<file path="src/hdl/pds_pkg.sv">
// Shared constants and carriers for the program download sequencer.
// Assumes a 20 MHz system clock and a framing layer that builds and checks
// the serial frames, including the frame check byte.
package pds_pkg;
  // ==========================================================================
  // Register map
  localparam logic [7:0] OFS_CTRL    = 8'h00;
  localparam logic [7:0] OFS_STATUS  = 8'h04;
  localparam logic [7:0] OFS_MFR     = 8'h08;
  localparam logic [7:0] OFS_PID_LO  = 8'h0C;
  localparam logic [7:0] OFS_PID_HI  = 8'h10;
  localparam logic [7:0] OFS_ENV     = 8'h14;
  localparam logic [7:0] OFS_MAXSIZE = 8'h18;
  localparam logic [7:0] OFS_SPEED   = 8'h1C;
  localparam int CTRL_START   = 0;
  localparam int CTRL_P2P     = 1;
  localparam int CTRL_RETAIN  = 2;
  localparam int CTRL_SPD_BAD = 3;
  localparam logic [7:0]  ENV_INTERP    = 8'h00;
  localparam logic [15:0] MAXSIZE_RESET = 16'hFFFF;
  localparam logic [1:0]  RESP_OKAY     = 2'h0;
  localparam logic [1:0]  RESP_SLVERR   = 2'h2;
  // ==========================================================================
  // Frame fields
  localparam logic [7:0]  FRAME_START     = 8'h02;
  localparam logic [15:0] FRAME_TYPE      = 16'h0100;
  localparam logic [7:0]  CMD_DL_REQ      = 8'h00;
  localparam logic [7:0]  CMD_VALIDATE    = 8'h02;
  localparam logic [7:0]  CMD_DONE_NOTIFY = 8'h01;
  localparam logic [7:0]  CMD_DONE_RSP    = 8'h81;
  localparam logic [15:0] LEN_DONE        = 16'h0001;
  localparam logic [15:0] LEN_DL_REQ      = 16'h0002;
  localparam logic [7:0]  RESULT_FAIL     = 8'h00;
  localparam logic [7:0]  RESULT_OK       = 8'h01;
  localparam logic [7:0]  VALID_CUR_SPEED = 8'h01;
  localparam logic [15:0] SEQ_SWINFO      = 16'h0000;
  localparam logic [15:0] SEQ_ENVID       = 16'h0001;
  localparam logic [15:0] SEQ_DATA0       = 16'h0002;
  localparam logic [1:0]  RETRY_MAX       = 2'h3;
  // ==========================================================================
  // Timing
  localparam int CLK_HZ    = 20_000_000;
  localparam int TRANS_MS  = 500;
  localparam int WAIT_MS   = 300;
  localparam int TRANS_CYC = TRANS_MS * (CLK_HZ / 1000);
  localparam int WAIT_CYC  = WAIT_MS * (CLK_HZ / 1000);
  // ==========================================================================
  // Carriers
  typedef struct packed {
    logic [7:0]  start;
    logic [15:0] ftype;
    logic [7:0]  cmd;
    logic [7:0]  fseq;
    logic [15:0] len;
    logic [15:0] seq;
    logic [7:0]  result;
  } req_frame_type;

  typedef struct packed {
    logic [7:0]  cmd;
    logic [7:0]  fseq;
    logic        check_ok;
    logic [15:0] seq;
    logic [23:0] mfr;
    logic [47:0] pid;
    logic [15:0] split_cnt;
    logic [7:0]  env_id;
    logic [7:0]  data_len;
  } rsp_frame_type;
endpackage : pds_pkg

</file>
<file path="src/hdl/program_download_sequencer.sv">
// Program download sequencer with an AXI4-Lite register slave.
// Assumes a framing layer that serialises req_o and reports parsed
// responses on rsp_i, one pulse of rsp_valid_i per received frame.
// Function
// - Compare received environment with own environment
// - Identifier 0x00 is interpreter; others reserved
// - Peer mode with retention waits transition first
// - Transition period lasts at least 500 ms
// - Requests go at the detected link speed
// - Unusable speed: notify, keep current speed
// - New software and matching environment fetch from 2
// - Same software: skip, send success completion
// - Wait 300 ms per response before failing
// - Error indicator output shows download errors
// - Failed reception retransmits the same request
// - Failure after third retransmission declares error
// - Wrong frame number: nonzero and different
// - Oversize data is discarded and flagged
// - Wrong maker or environment discards and flags
// - Completion notification answered by completion response
module program_download_sequencer
  import pds_pkg::*;
#(
  parameter int TRANS_CYCLES = TRANS_CYC,
  parameter int WAIT_CYCLES  = WAIT_CYC
)(
  input  wire logic          ref_clk_i,
  input  wire logic          rst_n_i,
  input  wire logic [7:0]    s_axi_awaddr_i,
  input  wire logic          s_axi_awvalid_i,
  output logic               s_axi_awready_o,
  input  wire logic [31:0]   s_axi_wdata_i,
  input  wire logic [3:0]    s_axi_wstrb_i,
  input  wire logic          s_axi_wvalid_i,
  output logic               s_axi_wready_o,
  output logic [1:0]         s_axi_bresp_o,
  output logic               s_axi_bvalid_o,
  input  wire logic          s_axi_bready_i,
  input  wire logic [7:0]    s_axi_araddr_i,
  input  wire logic          s_axi_arvalid_i,
  output logic               s_axi_arready_o,
  output logic [31:0]        s_axi_rdata_o,
  output logic [1:0]         s_axi_rresp_o,
  output logic               s_axi_rvalid_o,
  input  wire logic          s_axi_rready_i,
  output req_frame_type      req_o,
  output logic               req_valid_o,
  input  wire logic          req_ready_i,
  input  wire rsp_frame_type rsp_i,
  input  wire logic          rsp_valid_i,
  output logic [7:0]         link_speed_o,
  output logic               error_led_o,
  output logic               discard_o,
  output logic               done_o
);
  typedef enum logic [2:0] {
    ST_IDLE, ST_TRANS, ST_VALID, ST_SEND, ST_WAIT, ST_DONE_TX, ST_DONE_WAIT
  } state_type;

  function automatic logic [31:0] merge(input logic [31:0] old,
                                        input logic [31:0] data,
                                        input logic [3:0]  strb);
    logic [31:0] res;
    res = old;
    for (int i = 0; i < 4; i++)
      if (strb[i])
        res[i*8 +: 8] = data[i*8 +: 8];
    return res;
  endfunction : merge

  function automatic logic [7:0] next_fseq(input logic [7:0] f);
    return (f == 8'hFF) ? 8'h01 : f + 8'h01;
  endfunction : next_fseq

  localparam logic [23:0] TRANS_LOAD = 24'(TRANS_CYCLES - 1);
  localparam logic [23:0] WAIT_LOAD  = 24'(WAIT_CYCLES - 1);

  // ==========================================================================
  // Register slave
  logic        aw_held_reg, w_held_reg;
  logic [7:0]  aw_addr_reg;
  logic [31:0] w_data_reg;
  logic [3:0]  w_strb_reg;
  logic        bvalid_reg, rvalid_reg;
  logic [1:0]  bresp_reg, rresp_reg;
  logic [31:0] rdata_reg;
  logic [3:0]  ctrl_reg;
  logic [23:0] mfr_reg;
  logic [31:0] pid_lo_reg;
  logic [15:0] pid_hi_reg;
  logic [7:0]  env_reg;
  logic [15:0] maxsize_reg;
  logic [7:0]  speed_reg;

  wire         wr_fire = aw_held_reg && w_held_reg && !bvalid_reg;
  wire         rd_fire = s_axi_arvalid_i && s_axi_arready_o;
  wire [31:0]  wr_ctrl = merge(32'h0, w_data_reg, w_strb_reg);
  wire [31:0]  mfr_merged = merge({8'h00, mfr_reg}, w_data_reg, w_strb_reg);
  wire         start_hit = wr_fire && (aw_addr_reg == OFS_CTRL)
                           && wr_ctrl[CTRL_START];
  wire         wr_known = (aw_addr_reg == OFS_CTRL)
                          || (aw_addr_reg == OFS_MFR)
                          || (aw_addr_reg == OFS_PID_LO)
                          || (aw_addr_reg == OFS_PID_HI)
                          || (aw_addr_reg == OFS_ENV)
                          || (aw_addr_reg == OFS_MAXSIZE)
                          || (aw_addr_reg == OFS_SPEED);
  logic [31:0] rd_value;
  logic        rd_known;
  logic [31:0] status_word;

  assign s_axi_awready_o = !aw_held_reg;
  assign s_axi_wready_o  = !w_held_reg;
  assign s_axi_arready_o = !rvalid_reg;
  assign s_axi_bvalid_o  = bvalid_reg;
  assign s_axi_bresp_o   = bresp_reg;
  assign s_axi_rvalid_o  = rvalid_reg;
  assign s_axi_rresp_o   = rresp_reg;
  assign s_axi_rdata_o   = rdata_reg;

  always_comb
  begin
    rd_known = 1'b1;
    if (s_axi_araddr_i == OFS_CTRL)
      rd_value = {28'h0, ctrl_reg};
    else if (s_axi_araddr_i == OFS_STATUS)
      rd_value = status_word;
    else if (s_axi_araddr_i == OFS_MFR)
      rd_value = {8'h00, mfr_reg};
    else if (s_axi_araddr_i == OFS_PID_LO)
      rd_value = pid_lo_reg;
    else if (s_axi_araddr_i == OFS_PID_HI)
      rd_value = {16'h0000, pid_hi_reg};
    else if (s_axi_araddr_i == OFS_ENV)
      rd_value = {24'h0, env_reg};
    else if (s_axi_araddr_i == OFS_MAXSIZE)
      rd_value = {16'h0000, maxsize_reg};
    else if (s_axi_araddr_i == OFS_SPEED)
      rd_value = {24'h0, speed_reg};
    else
    begin
      rd_value = 32'h0;
      rd_known = 1'b0;
    end
  end

  always_ff @(posedge ref_clk_i or negedge rst_n_i)
  begin
    if (!rst_n_i)
    begin
      aw_held_reg <= 1'b0;
      w_held_reg  <= 1'b0;
      aw_addr_reg <= 8'h00;
      w_data_reg  <= 32'h0;
      w_strb_reg  <= 4'h0;
      bvalid_reg  <= 1'b0;
      bresp_reg   <= RESP_OKAY;
      rvalid_reg  <= 1'b0;
      rresp_reg   <= RESP_OKAY;
      rdata_reg   <= 32'h0;
      ctrl_reg    <= 4'h0;
      mfr_reg     <= 24'h0;
      pid_lo_reg  <= 32'h0;
      pid_hi_reg  <= 16'h0000;
      env_reg     <= ENV_INTERP;
      maxsize_reg <= MAXSIZE_RESET;
      speed_reg   <= 8'h00;
    end
    else
    begin
      if (s_axi_awvalid_i && !aw_held_reg)
      begin
        aw_held_reg <= 1'b1;
        aw_addr_reg <= s_axi_awaddr_i;
      end
      if (s_axi_wvalid_i && !w_held_reg)
      begin
        w_held_reg <= 1'b1;
        w_data_reg <= s_axi_wdata_i;
        w_strb_reg <= s_axi_wstrb_i;
      end
      if (wr_fire)
      begin
        aw_held_reg <= 1'b0;
        w_held_reg  <= 1'b0;
        bvalid_reg  <= 1'b1;
        bresp_reg   <= wr_known ? RESP_OKAY : RESP_SLVERR;
        if (aw_addr_reg == OFS_CTRL)
          ctrl_reg <= {wr_ctrl[CTRL_SPD_BAD:CTRL_P2P], 1'b0};
        else if (aw_addr_reg == OFS_MFR)
          mfr_reg <= mfr_merged[23:0];
        else if (aw_addr_reg == OFS_PID_LO)
          pid_lo_reg <= merge(pid_lo_reg, w_data_reg, w_strb_reg);
        else if (aw_addr_reg == OFS_PID_HI)
          pid_hi_reg <= wr_ctrl[15:0] | (pid_hi_reg & ~{{8{w_strb_reg[1]}},
                                                       {8{w_strb_reg[0]}}});
        else if (aw_addr_reg == OFS_ENV && w_strb_reg[0])
          env_reg <= w_data_reg[7:0];
        else if (aw_addr_reg == OFS_MAXSIZE)
          maxsize_reg <= wr_ctrl[15:0]
                         | (maxsize_reg & ~{{8{w_strb_reg[1]}},
                                            {8{w_strb_reg[0]}}});
        else if (aw_addr_reg == OFS_SPEED && w_strb_reg[0])
          speed_reg <= w_data_reg[7:0];
      end
      if (bvalid_reg && s_axi_bready_i)
        bvalid_reg <= 1'b0;
      if (rd_fire)
      begin
        rvalid_reg <= 1'b1;
        rdata_reg  <= rd_value;
        rresp_reg  <= rd_known ? RESP_OKAY : RESP_SLVERR;
      end
      else if (rvalid_reg && s_axi_rready_i)
        rvalid_reg <= 1'b0;
    end
  end

  // ==========================================================================
  // Download sequencer
  state_type   state_reg, state_next;
  logic [23:0] timer_reg;
  logic [15:0] seq_reg, split_reg, total_reg;
  logic [1:0]  retry_reg;
  logic [7:0]  fseq_reg, result_reg;
  logic        sw_same_reg, err_reg, discard_reg, done_reg, busy_reg;

  wire rsp_in   = (state_reg == ST_WAIT) && rsp_valid_i;
  wire fseq_bad = (rsp_i.fseq != 8'h00) && (rsp_i.fseq != fseq_reg);
  wire rx_fail  = (rsp_in && (!rsp_i.check_ok || fseq_bad))
                  || ((state_reg == ST_WAIT) && !rsp_valid_i
                      && timer_reg == 24'h0);
  wire rx_good  = rsp_in && !rx_fail;
  wire mfr_bad  = rsp_i.mfr != mfr_reg;
  wire env_bad  = rsp_i.env_id != env_reg;
  wire sw_same  = !mfr_bad && (rsp_i.pid == {pid_hi_reg, pid_lo_reg});
  // One spare bit so a running sum near the limit cannot wrap past it
  wire [16:0] total_sum = {1'b0, total_reg} + {9'h000, rsp_i.data_len};
  wire too_big  = total_sum > {1'b0, maxsize_reg};
  wire data_seq = seq_reg >= SEQ_DATA0;
  wire last_seq = seq_reg == split_reg + 16'h0001;
  // Any detected content error ends the transfer at once
  wire content_err = rx_good
                     && (((seq_reg == SEQ_SWINFO) && mfr_bad)
                         || ((seq_reg == SEQ_ENVID) && env_bad)
                         || (data_seq && too_big));
  wire retry_out   = rx_fail && (retry_reg == RETRY_MAX);
  wire fail_now    = content_err || retry_out;
  wire finish_ok   = rx_good && !content_err
                     && (((seq_reg == SEQ_ENVID) && sw_same_reg)
                         || (data_seq && last_seq));
  wire after_trans = ctrl_reg[CTRL_SPD_BAD];
  // Decided from the starting write itself, as the speed bit is
  wire need_trans  = wr_ctrl[CTRL_P2P] && wr_ctrl[CTRL_RETAIN];
  wire req_fire    = req_valid_o && req_ready_i;
  wire done_ack    = (state_reg == ST_DONE_WAIT)
                     && ((rsp_valid_i && rsp_i.cmd == CMD_DONE_RSP)
                         || timer_reg == 24'h0);

  assign status_word = {16'h0, result_reg, 1'b0, state_reg, retry_reg,
                        err_reg, busy_reg};

  always_comb
  begin
    state_next = state_reg;
    case (state_reg)
      ST_IDLE:
        if (start_hit)
          state_next = need_trans ? ST_TRANS
                       : (wr_ctrl[CTRL_SPD_BAD] ? ST_VALID : ST_SEND);
      ST_TRANS:
        if (timer_reg == 24'h0)
          state_next = after_trans ? ST_VALID : ST_SEND;
      ST_VALID:
        if (req_fire)
          state_next = ST_SEND;
      ST_SEND:
        if (req_fire)
          state_next = ST_WAIT;
      ST_WAIT:
        if (fail_now || finish_ok)
          state_next = ST_DONE_TX;
        else if (rx_good || rx_fail)
          state_next = ST_SEND;
      ST_DONE_TX:
        if (req_fire)
          state_next = ST_DONE_WAIT;
      ST_DONE_WAIT:
        if (done_ack)
          state_next = ST_IDLE;
      default:
        state_next = ST_IDLE;
    endcase
  end

  // Frame builder; the completion frame fixes start, type, code and length
  always_comb
  begin
    req_o        = '0;
    req_o.start  = FRAME_START;
    req_o.ftype  = FRAME_TYPE;
    req_o.fseq   = fseq_reg;
    req_valid_o  = 1'b0;
    if (state_reg == ST_VALID)
    begin
      req_valid_o  = 1'b1;
      req_o.cmd    = CMD_VALIDATE;
      req_o.len    = LEN_DONE;
      req_o.result = VALID_CUR_SPEED;
    end
    else if (state_reg == ST_SEND)
    begin
      req_valid_o = 1'b1;
      req_o.cmd   = CMD_DL_REQ;
      req_o.len   = LEN_DL_REQ;
      req_o.seq   = seq_reg;
    end
    else if (state_reg == ST_DONE_TX)
    begin
      req_valid_o  = 1'b1;
      req_o.cmd    = CMD_DONE_NOTIFY;
      req_o.len    = LEN_DONE;
      req_o.result = result_reg;
    end
  end

  assign link_speed_o = speed_reg;
  assign error_led_o  = err_reg;
  assign discard_o    = discard_reg;
  assign done_o       = done_reg;

  always_ff @(posedge ref_clk_i or negedge rst_n_i)
  begin
    if (!rst_n_i)
    begin
      state_reg   <= ST_IDLE;
      timer_reg   <= 24'h0;
      seq_reg     <= SEQ_SWINFO;
      split_reg   <= 16'h0000;
      total_reg   <= 16'h0000;
      retry_reg   <= 2'h0;
      fseq_reg    <= 8'h01;
      result_reg  <= RESULT_FAIL;
      sw_same_reg <= 1'b0;
      err_reg     <= 1'b0;
      discard_reg <= 1'b0;
      done_reg    <= 1'b0;
      busy_reg    <= 1'b0;
    end
    else
    begin
      state_reg   <= state_next;
      discard_reg <= content_err;
      done_reg    <= done_ack;
      if (timer_reg != 24'h0)
        timer_reg <= timer_reg - 24'h1;
      if (start_hit && state_reg == ST_IDLE)
      begin
        timer_reg <= TRANS_LOAD;
        seq_reg   <= SEQ_SWINFO;
        total_reg <= 16'h0000;
        retry_reg <= 2'h0;
        err_reg   <= 1'b0;
        busy_reg  <= 1'b1;
      end
      if (req_fire)
        timer_reg <= WAIT_LOAD;
      if (req_fire && state_reg != ST_SEND)
        fseq_reg <= next_fseq(fseq_reg);
      if (rx_fail && !retry_out)
        retry_reg <= retry_reg + 2'h1;
      if (fail_now)
      begin
        err_reg    <= 1'b1;
        result_reg <= RESULT_FAIL;
      end
      else if (finish_ok)
        result_reg <= RESULT_OK;
      else if (rx_good)
      begin
        retry_reg <= 2'h0;
        fseq_reg  <= next_fseq(fseq_reg);
        if (seq_reg == SEQ_SWINFO)
        begin
          sw_same_reg <= sw_same;
          split_reg   <= rsp_i.split_cnt;
        end
        if (data_seq)
          total_reg <= total_sum[15:0];
        seq_reg <= seq_reg + 16'h0001;
      end
      if (done_ack)
        busy_reg <= 1'b0;
    end
  end

  // ==========================================================================
  // Checks
  a_trans_to_req: assert property (@(posedge ref_clk_i) disable iff (!rst_n_i)
    state_reg == ST_TRANS && timer_reg == 24'h0 && !after_trans
    |=> req_valid_o && req_o.seq == SEQ_SWINFO)
    else $error("download request not sent after transition");
  a_trans_holds: assert property (@(posedge ref_clk_i) disable iff (!rst_n_i)
    state_reg == ST_TRANS && timer_reg != 24'h0 |=> !req_valid_o)
    else $error("request sent during transition period");
  a_speed_stable: assert property (@(posedge ref_clk_i) disable iff (!rst_n_i)
    state_reg == ST_WAIT |=> $stable(link_speed_o) || !busy_reg)
    else $error("link speed changed");
  a_valid_first: assert property (@(posedge ref_clk_i) disable iff (!rst_n_i)
    state_reg == ST_VALID && req_fire |=> state_reg == ST_SEND
    && req_o.seq == seq_reg)
    else $error("validation not followed by request");
  a_skip_success: assert property (@(posedge ref_clk_i) disable iff (!rst_n_i)
    rx_good && seq_reg == SEQ_ENVID && !env_bad && sw_same_reg
    |=> state_reg == ST_DONE_TX && req_o.result == RESULT_OK)
    else $error("identical software not skipped");
  a_retry_same: assert property (@(posedge ref_clk_i) disable iff (!rst_n_i)
    rx_fail && !retry_out |=> req_valid_o && $stable(seq_reg)
    && $stable(fseq_reg) && retry_reg == $past(retry_reg) + 2'h1)
    else $error("failed reception not retransmitted");
  a_retry_error: assert property (@(posedge ref_clk_i) disable iff (!rst_n_i)
    rx_fail && retry_reg == RETRY_MAX
    |=> error_led_o ##0 req_o.result == RESULT_FAIL)
    else $error("fourth failure not flagged");
  a_frame_check: assert property (@(posedge ref_clk_i) disable iff (!rst_n_i)
    rsp_in && rsp_i.check_ok && rsp_i.fseq == 8'h00 |-> !rx_fail)
    else $error("frame number zero refused");
  a_size_discard: assert property (@(posedge ref_clk_i) disable iff (!rst_n_i)
    rx_good && data_seq && too_big |=> discard_o && error_led_o
    && $stable(total_reg))
    else $error("oversize data accepted");
  a_env_error: assert property (@(posedge ref_clk_i) disable iff (!rst_n_i)
    rx_good && seq_reg == SEQ_ENVID && env_bad
    |=> error_led_o ##1 !(state_reg == ST_SEND))
    else $error("environment mismatch not flagged");
  a_wait_bound: assert property (@(posedge ref_clk_i) disable iff (!rst_n_i)
    state_reg == ST_WAIT |-> timer_reg <= WAIT_LOAD)
    else $error("response wait exceeds limit");
endmodule : program_download_sequencer

</file>
<file path="config.mk">
export PLATFORM = sky130hd
export DESIGN_NAME = program_download_sequencer
export DESIGN_NICKNAME = d
export VERILOG_FILES = /design/src/hdl/pds_pkg.sv /design/src/hdl/program_download_sequencer.sv
export SDC_FILE = /design/constraint.sdc
export NUM_CORES = 1
export LEC_CHECK = 0
export ABC_AREA = 1
export ABC_CLOCK_PERIOD_IN_PS = 4000
export BUFFER_PORTS_ARGS = -buffer_cell sky130_fd_sc_hd__buf_2
export CAP_MARGIN = 20
export CORE_ASPECT_RATIO = 0.6
export CORE_MARGIN = 3
export CORE_UTILIZATION = 56
export CTS_CLUSTER_SIZE = 24
export DETAILED_ROUTE_END_ITERATION = 10
export MAX_ROUTING_LAYER = met4
export PLACE_DENSITY = 0.82
export SLEW_MARGIN = 0
export SYNTH_ARGS = -nofsm -noshare
export SYNTH_HDL_FRONTEND = slang
export SYNTH_SLANG_ARGS = --single-unit
</file>
<file path="constraint.sdc">
create_clock -name ref_clk_i -period 4 [get_ports ref_clk_i]
set_input_delay 0.4 -clock ref_clk_i [delete_from_list [all_inputs] [get_ports ref_clk_i]]
set_output_delay 0.4 -clock ref_clk_i [all_outputs]
set_load 0.01 [all_outputs]
</file>
==> flow_summary.yaml <==
logic_synthesis:
  ys_types: 63
  yosys.area_share.adder: 0.02511
  synth_compound_area_frac: 0.1280
  syn_inst: 2170
  synthXorXnorAreaFrac: 0.06697
  synth_top_family_by_area: "simple AND/OR/NAND/NOR gates"
  synth_edf_count: 0
  syn_area_um2: 16740
  ys.flop_type: "dfrtp_1"
  yosys_warnings: 0
  avgSynthCellArea_um2: 7.714
  yosysSeqAreaShare: 0.4198
  synthSimpleGateAreaFrac: 0.2314
  synth_mux_area_frac: 0.02564
  async_flop_share: 1.000
  synth_seq_cells: 280
clock_network:
  root_buffer: "clkbuf_16"
  cts_tree: "done"
  cts.sinks: 280
  clk_pin_slew_ps: 70
  htree_num_levels: 1
  worstSkewPairLatency_ps: 560
  max-clock-path-buffers: 3
  cts_buffers: 28
final_layout:
  multi_input_area_um2: 8217
  final_common_cell: "nand2_1"
  layout.cells.non_filler: 2842
  final-seq-area_um2: 7028
  area_growth_pct: 15.07
  num-fill-cells: 2492
  drive_above_1_share: 0.1748
  fin_util: 0.6627
  mostFrequentLayoutCells: "511 x nand2_1, 263 x dfrtp_1, 260 x buf_2, 256 x inv_1, 213 x o21ai_0"
  nNetsFinal: 2649
setup_path:
  cp_max_fo: 22
  endpoint_kind: "flop"
  arrival_ps: 4200
  worstPathRequired_ps: 4430
  reg2reg_slack_ps: 230
  critPathLaunchType: "flop"
  path_class: "reg2reg"
grt:
  grt_usage: 0.3324
  grt_max_degree: 97
  antenna_found_initial: 3
  grt_pass1_vias: 15100
  grt_pass1_wl_um: 82160
  globalRouteOverflowTotal: 0
power:
  ir_drop_uv: 502.5
  p_leak_nw: 9.825
  powerDensity_nw_per_um2: 411.9
  power_mw: 7.935
placement:
  io_buffer_count: 261
  gp_congestion: 1.046
  detailed_place_hpwl_um: 39980
  placed_cells: 2786
detailed_routing:
  drc: 0
  wl_per_cell_um: 18.49
  wl_um: 52560
  drt_iter0_drc: 2042
  via_per_inst: 5.605
  ant_nets: 0
  first_pass_iters: 7
  via_count: 15930
outcome:
  status: "finished, final reports clean"
floorplanning:
  fp-row-count: 48
  die_area_um2: 32070
  start_util: 0.5759
  die_w_um: 229.2
  num_io_pins: 331
  coreArea_um2: 29070
  fp.dieH_um: 139.9
sta:
  slew_headroom: 0.3684
  holdWs_ps: 42.79
  rsz0062_at_grt: "yes"
  finalCritPeriodShare: 0.9427
  clock_skew_ps: 19.29
  fmax_mhz: 265.2
  hold_violations: 0
  setup_violations: 0
  period_minus_slack_ps: 3771
  worstMarginPinSlew_ps: 943.8
  tns_ps: 0
  drv_slew: 0
worst_hold_path:
  hold_path_class: "in2reg"
flow_run:
  maxCapViolCount: 0
[power by group]
part,internal [mW],total [mW],leakage [nW],switching [mW]
combinational,0.563,1.50,5.82,0.933
clock,1.61,2.76,0.462,1.15
sequential,3.28,3.68,3.54,0.404
[critical path, cell delays in order (launching register included)]
cell and delay (ps):
dfrtp_1 430, ha_1 230, fa_1 410, nand3_1 100, nand2_1 100, nand4_1 140, nand2_1 120, nand3_1 120
xnor2_1 120, ha_1 320, nand4_1 190, nor4_2 380, a21oi_2 150, a21oi_4 230, nand4_1 170, buf_4 250
nand3_1 100, o21ai_0 90
[worst paths after layout]
path	cells after the start	startpoint	to
setup / recovery	17	total_reg[0]	total_reg[9]
hold / removal	2	s_axi_rready_i	s_axi_rvalid_o
setup reg to reg	17	total_reg[0]	total_reg[9]
hold reg to reg	2	w_data_reg[28]	pid_lo_reg[28]
max in group asynchronous	3	rst_n_i	state_reg[2]
min in group asynchronous	2	rst_n_i	pid_lo_reg[26]
[per-layer routing]
metal	global-route usage	part of all wire	vias up
met1	0.4736	0.43	7488
met3	0.09411	0.12	128
met4	0.08869	0.030	0
met2	0.4667	0.42	876
met5	-	0	-
li1	-	-	7438
[layout make-up]
| class | instances | area share |
|---|---|---|
| Antenna cell | 5 | 0.0006496 |
| Sequential cell | 280 | 0.3649 |
| Clock buffer | 39 | 0.04222 |
| Clock inverter | 10 | 0.007145 |
| Timing Repair Buffer | 284 | 0.08003 |
| Multi-Input combinational cell | 1556 | 0.4266 |
| Tap cell | 400 | 0.02598 |
| Inverter | 268 | 0.05255 |
[through the flow]
stage	instance area [µm²]	setup WS, ps
after CTS	19210	15.93
final	19260	229.3
after global routing	19260	-41.07
after floorplan	16930	702.1
after global placement	18250	148.6
after detailed placement	18250	-45.85
[timing repair]
item / 4_1_cts / 5_1_grt
buffers inserted: 0 / 1
endpoints found under the hold margin: 85 / 0
endpoints found under the setup margin: 0 / 63
hold buffers: 1 / 0
gates resized for setup: 0 / 11
[cells in the mapped netlist, drive strengths merged (2+ instances only)]
library cell	count	area share
a211oi	3	0.0013
a21boi	2	0.00090
a21oi	90	0.028
a221oi	7	0.0037
a22o	6	0.0031
a31oi	2	0.00075
and2	2	0.00075
and3	2	0.00075
buf	83	0.035
clkbuf	34	0.0076
clkinv	5	0.0012
conb	2	0.00045
dfrtp	263	0.39
dfstp	17	0.027
ha	32	0.024
inv	263	0.059
mux2	31	0.021
mux2i	8	0.0048
nand2	517	0.12
nand3	96	0.031
nand4	45	0.017
nor2	194	0.045
nor3	29	0.0090
nor4	11	0.0045
o2111ai	5	0.0026
o211ai	5	0.0022
o21a	2	0.00090
o21ai	249	0.076
o21bai	2	0.00090
o22ai	5	0.0019
o31ai	5	0.0022
o41ai	2	0.0010
or2	14	0.0052
xnor2	87	0.046
xor2	41	0.021
[cells by family after synthesis]
| logic type | after synthesis |
|---|---|
| AO/OA/AOI/OAI | 390 |
| AND/OR/NAND/NOR | 913 |
| flip-flops | 280 |
| buffers and inverters | 385 |
| multiplexers | 39 |
| XOR/XNOR | 128 |
| adder cells (fa/ha/maj) | 33 |
| other | 2 |
Power figures use the tool's default switching activity.
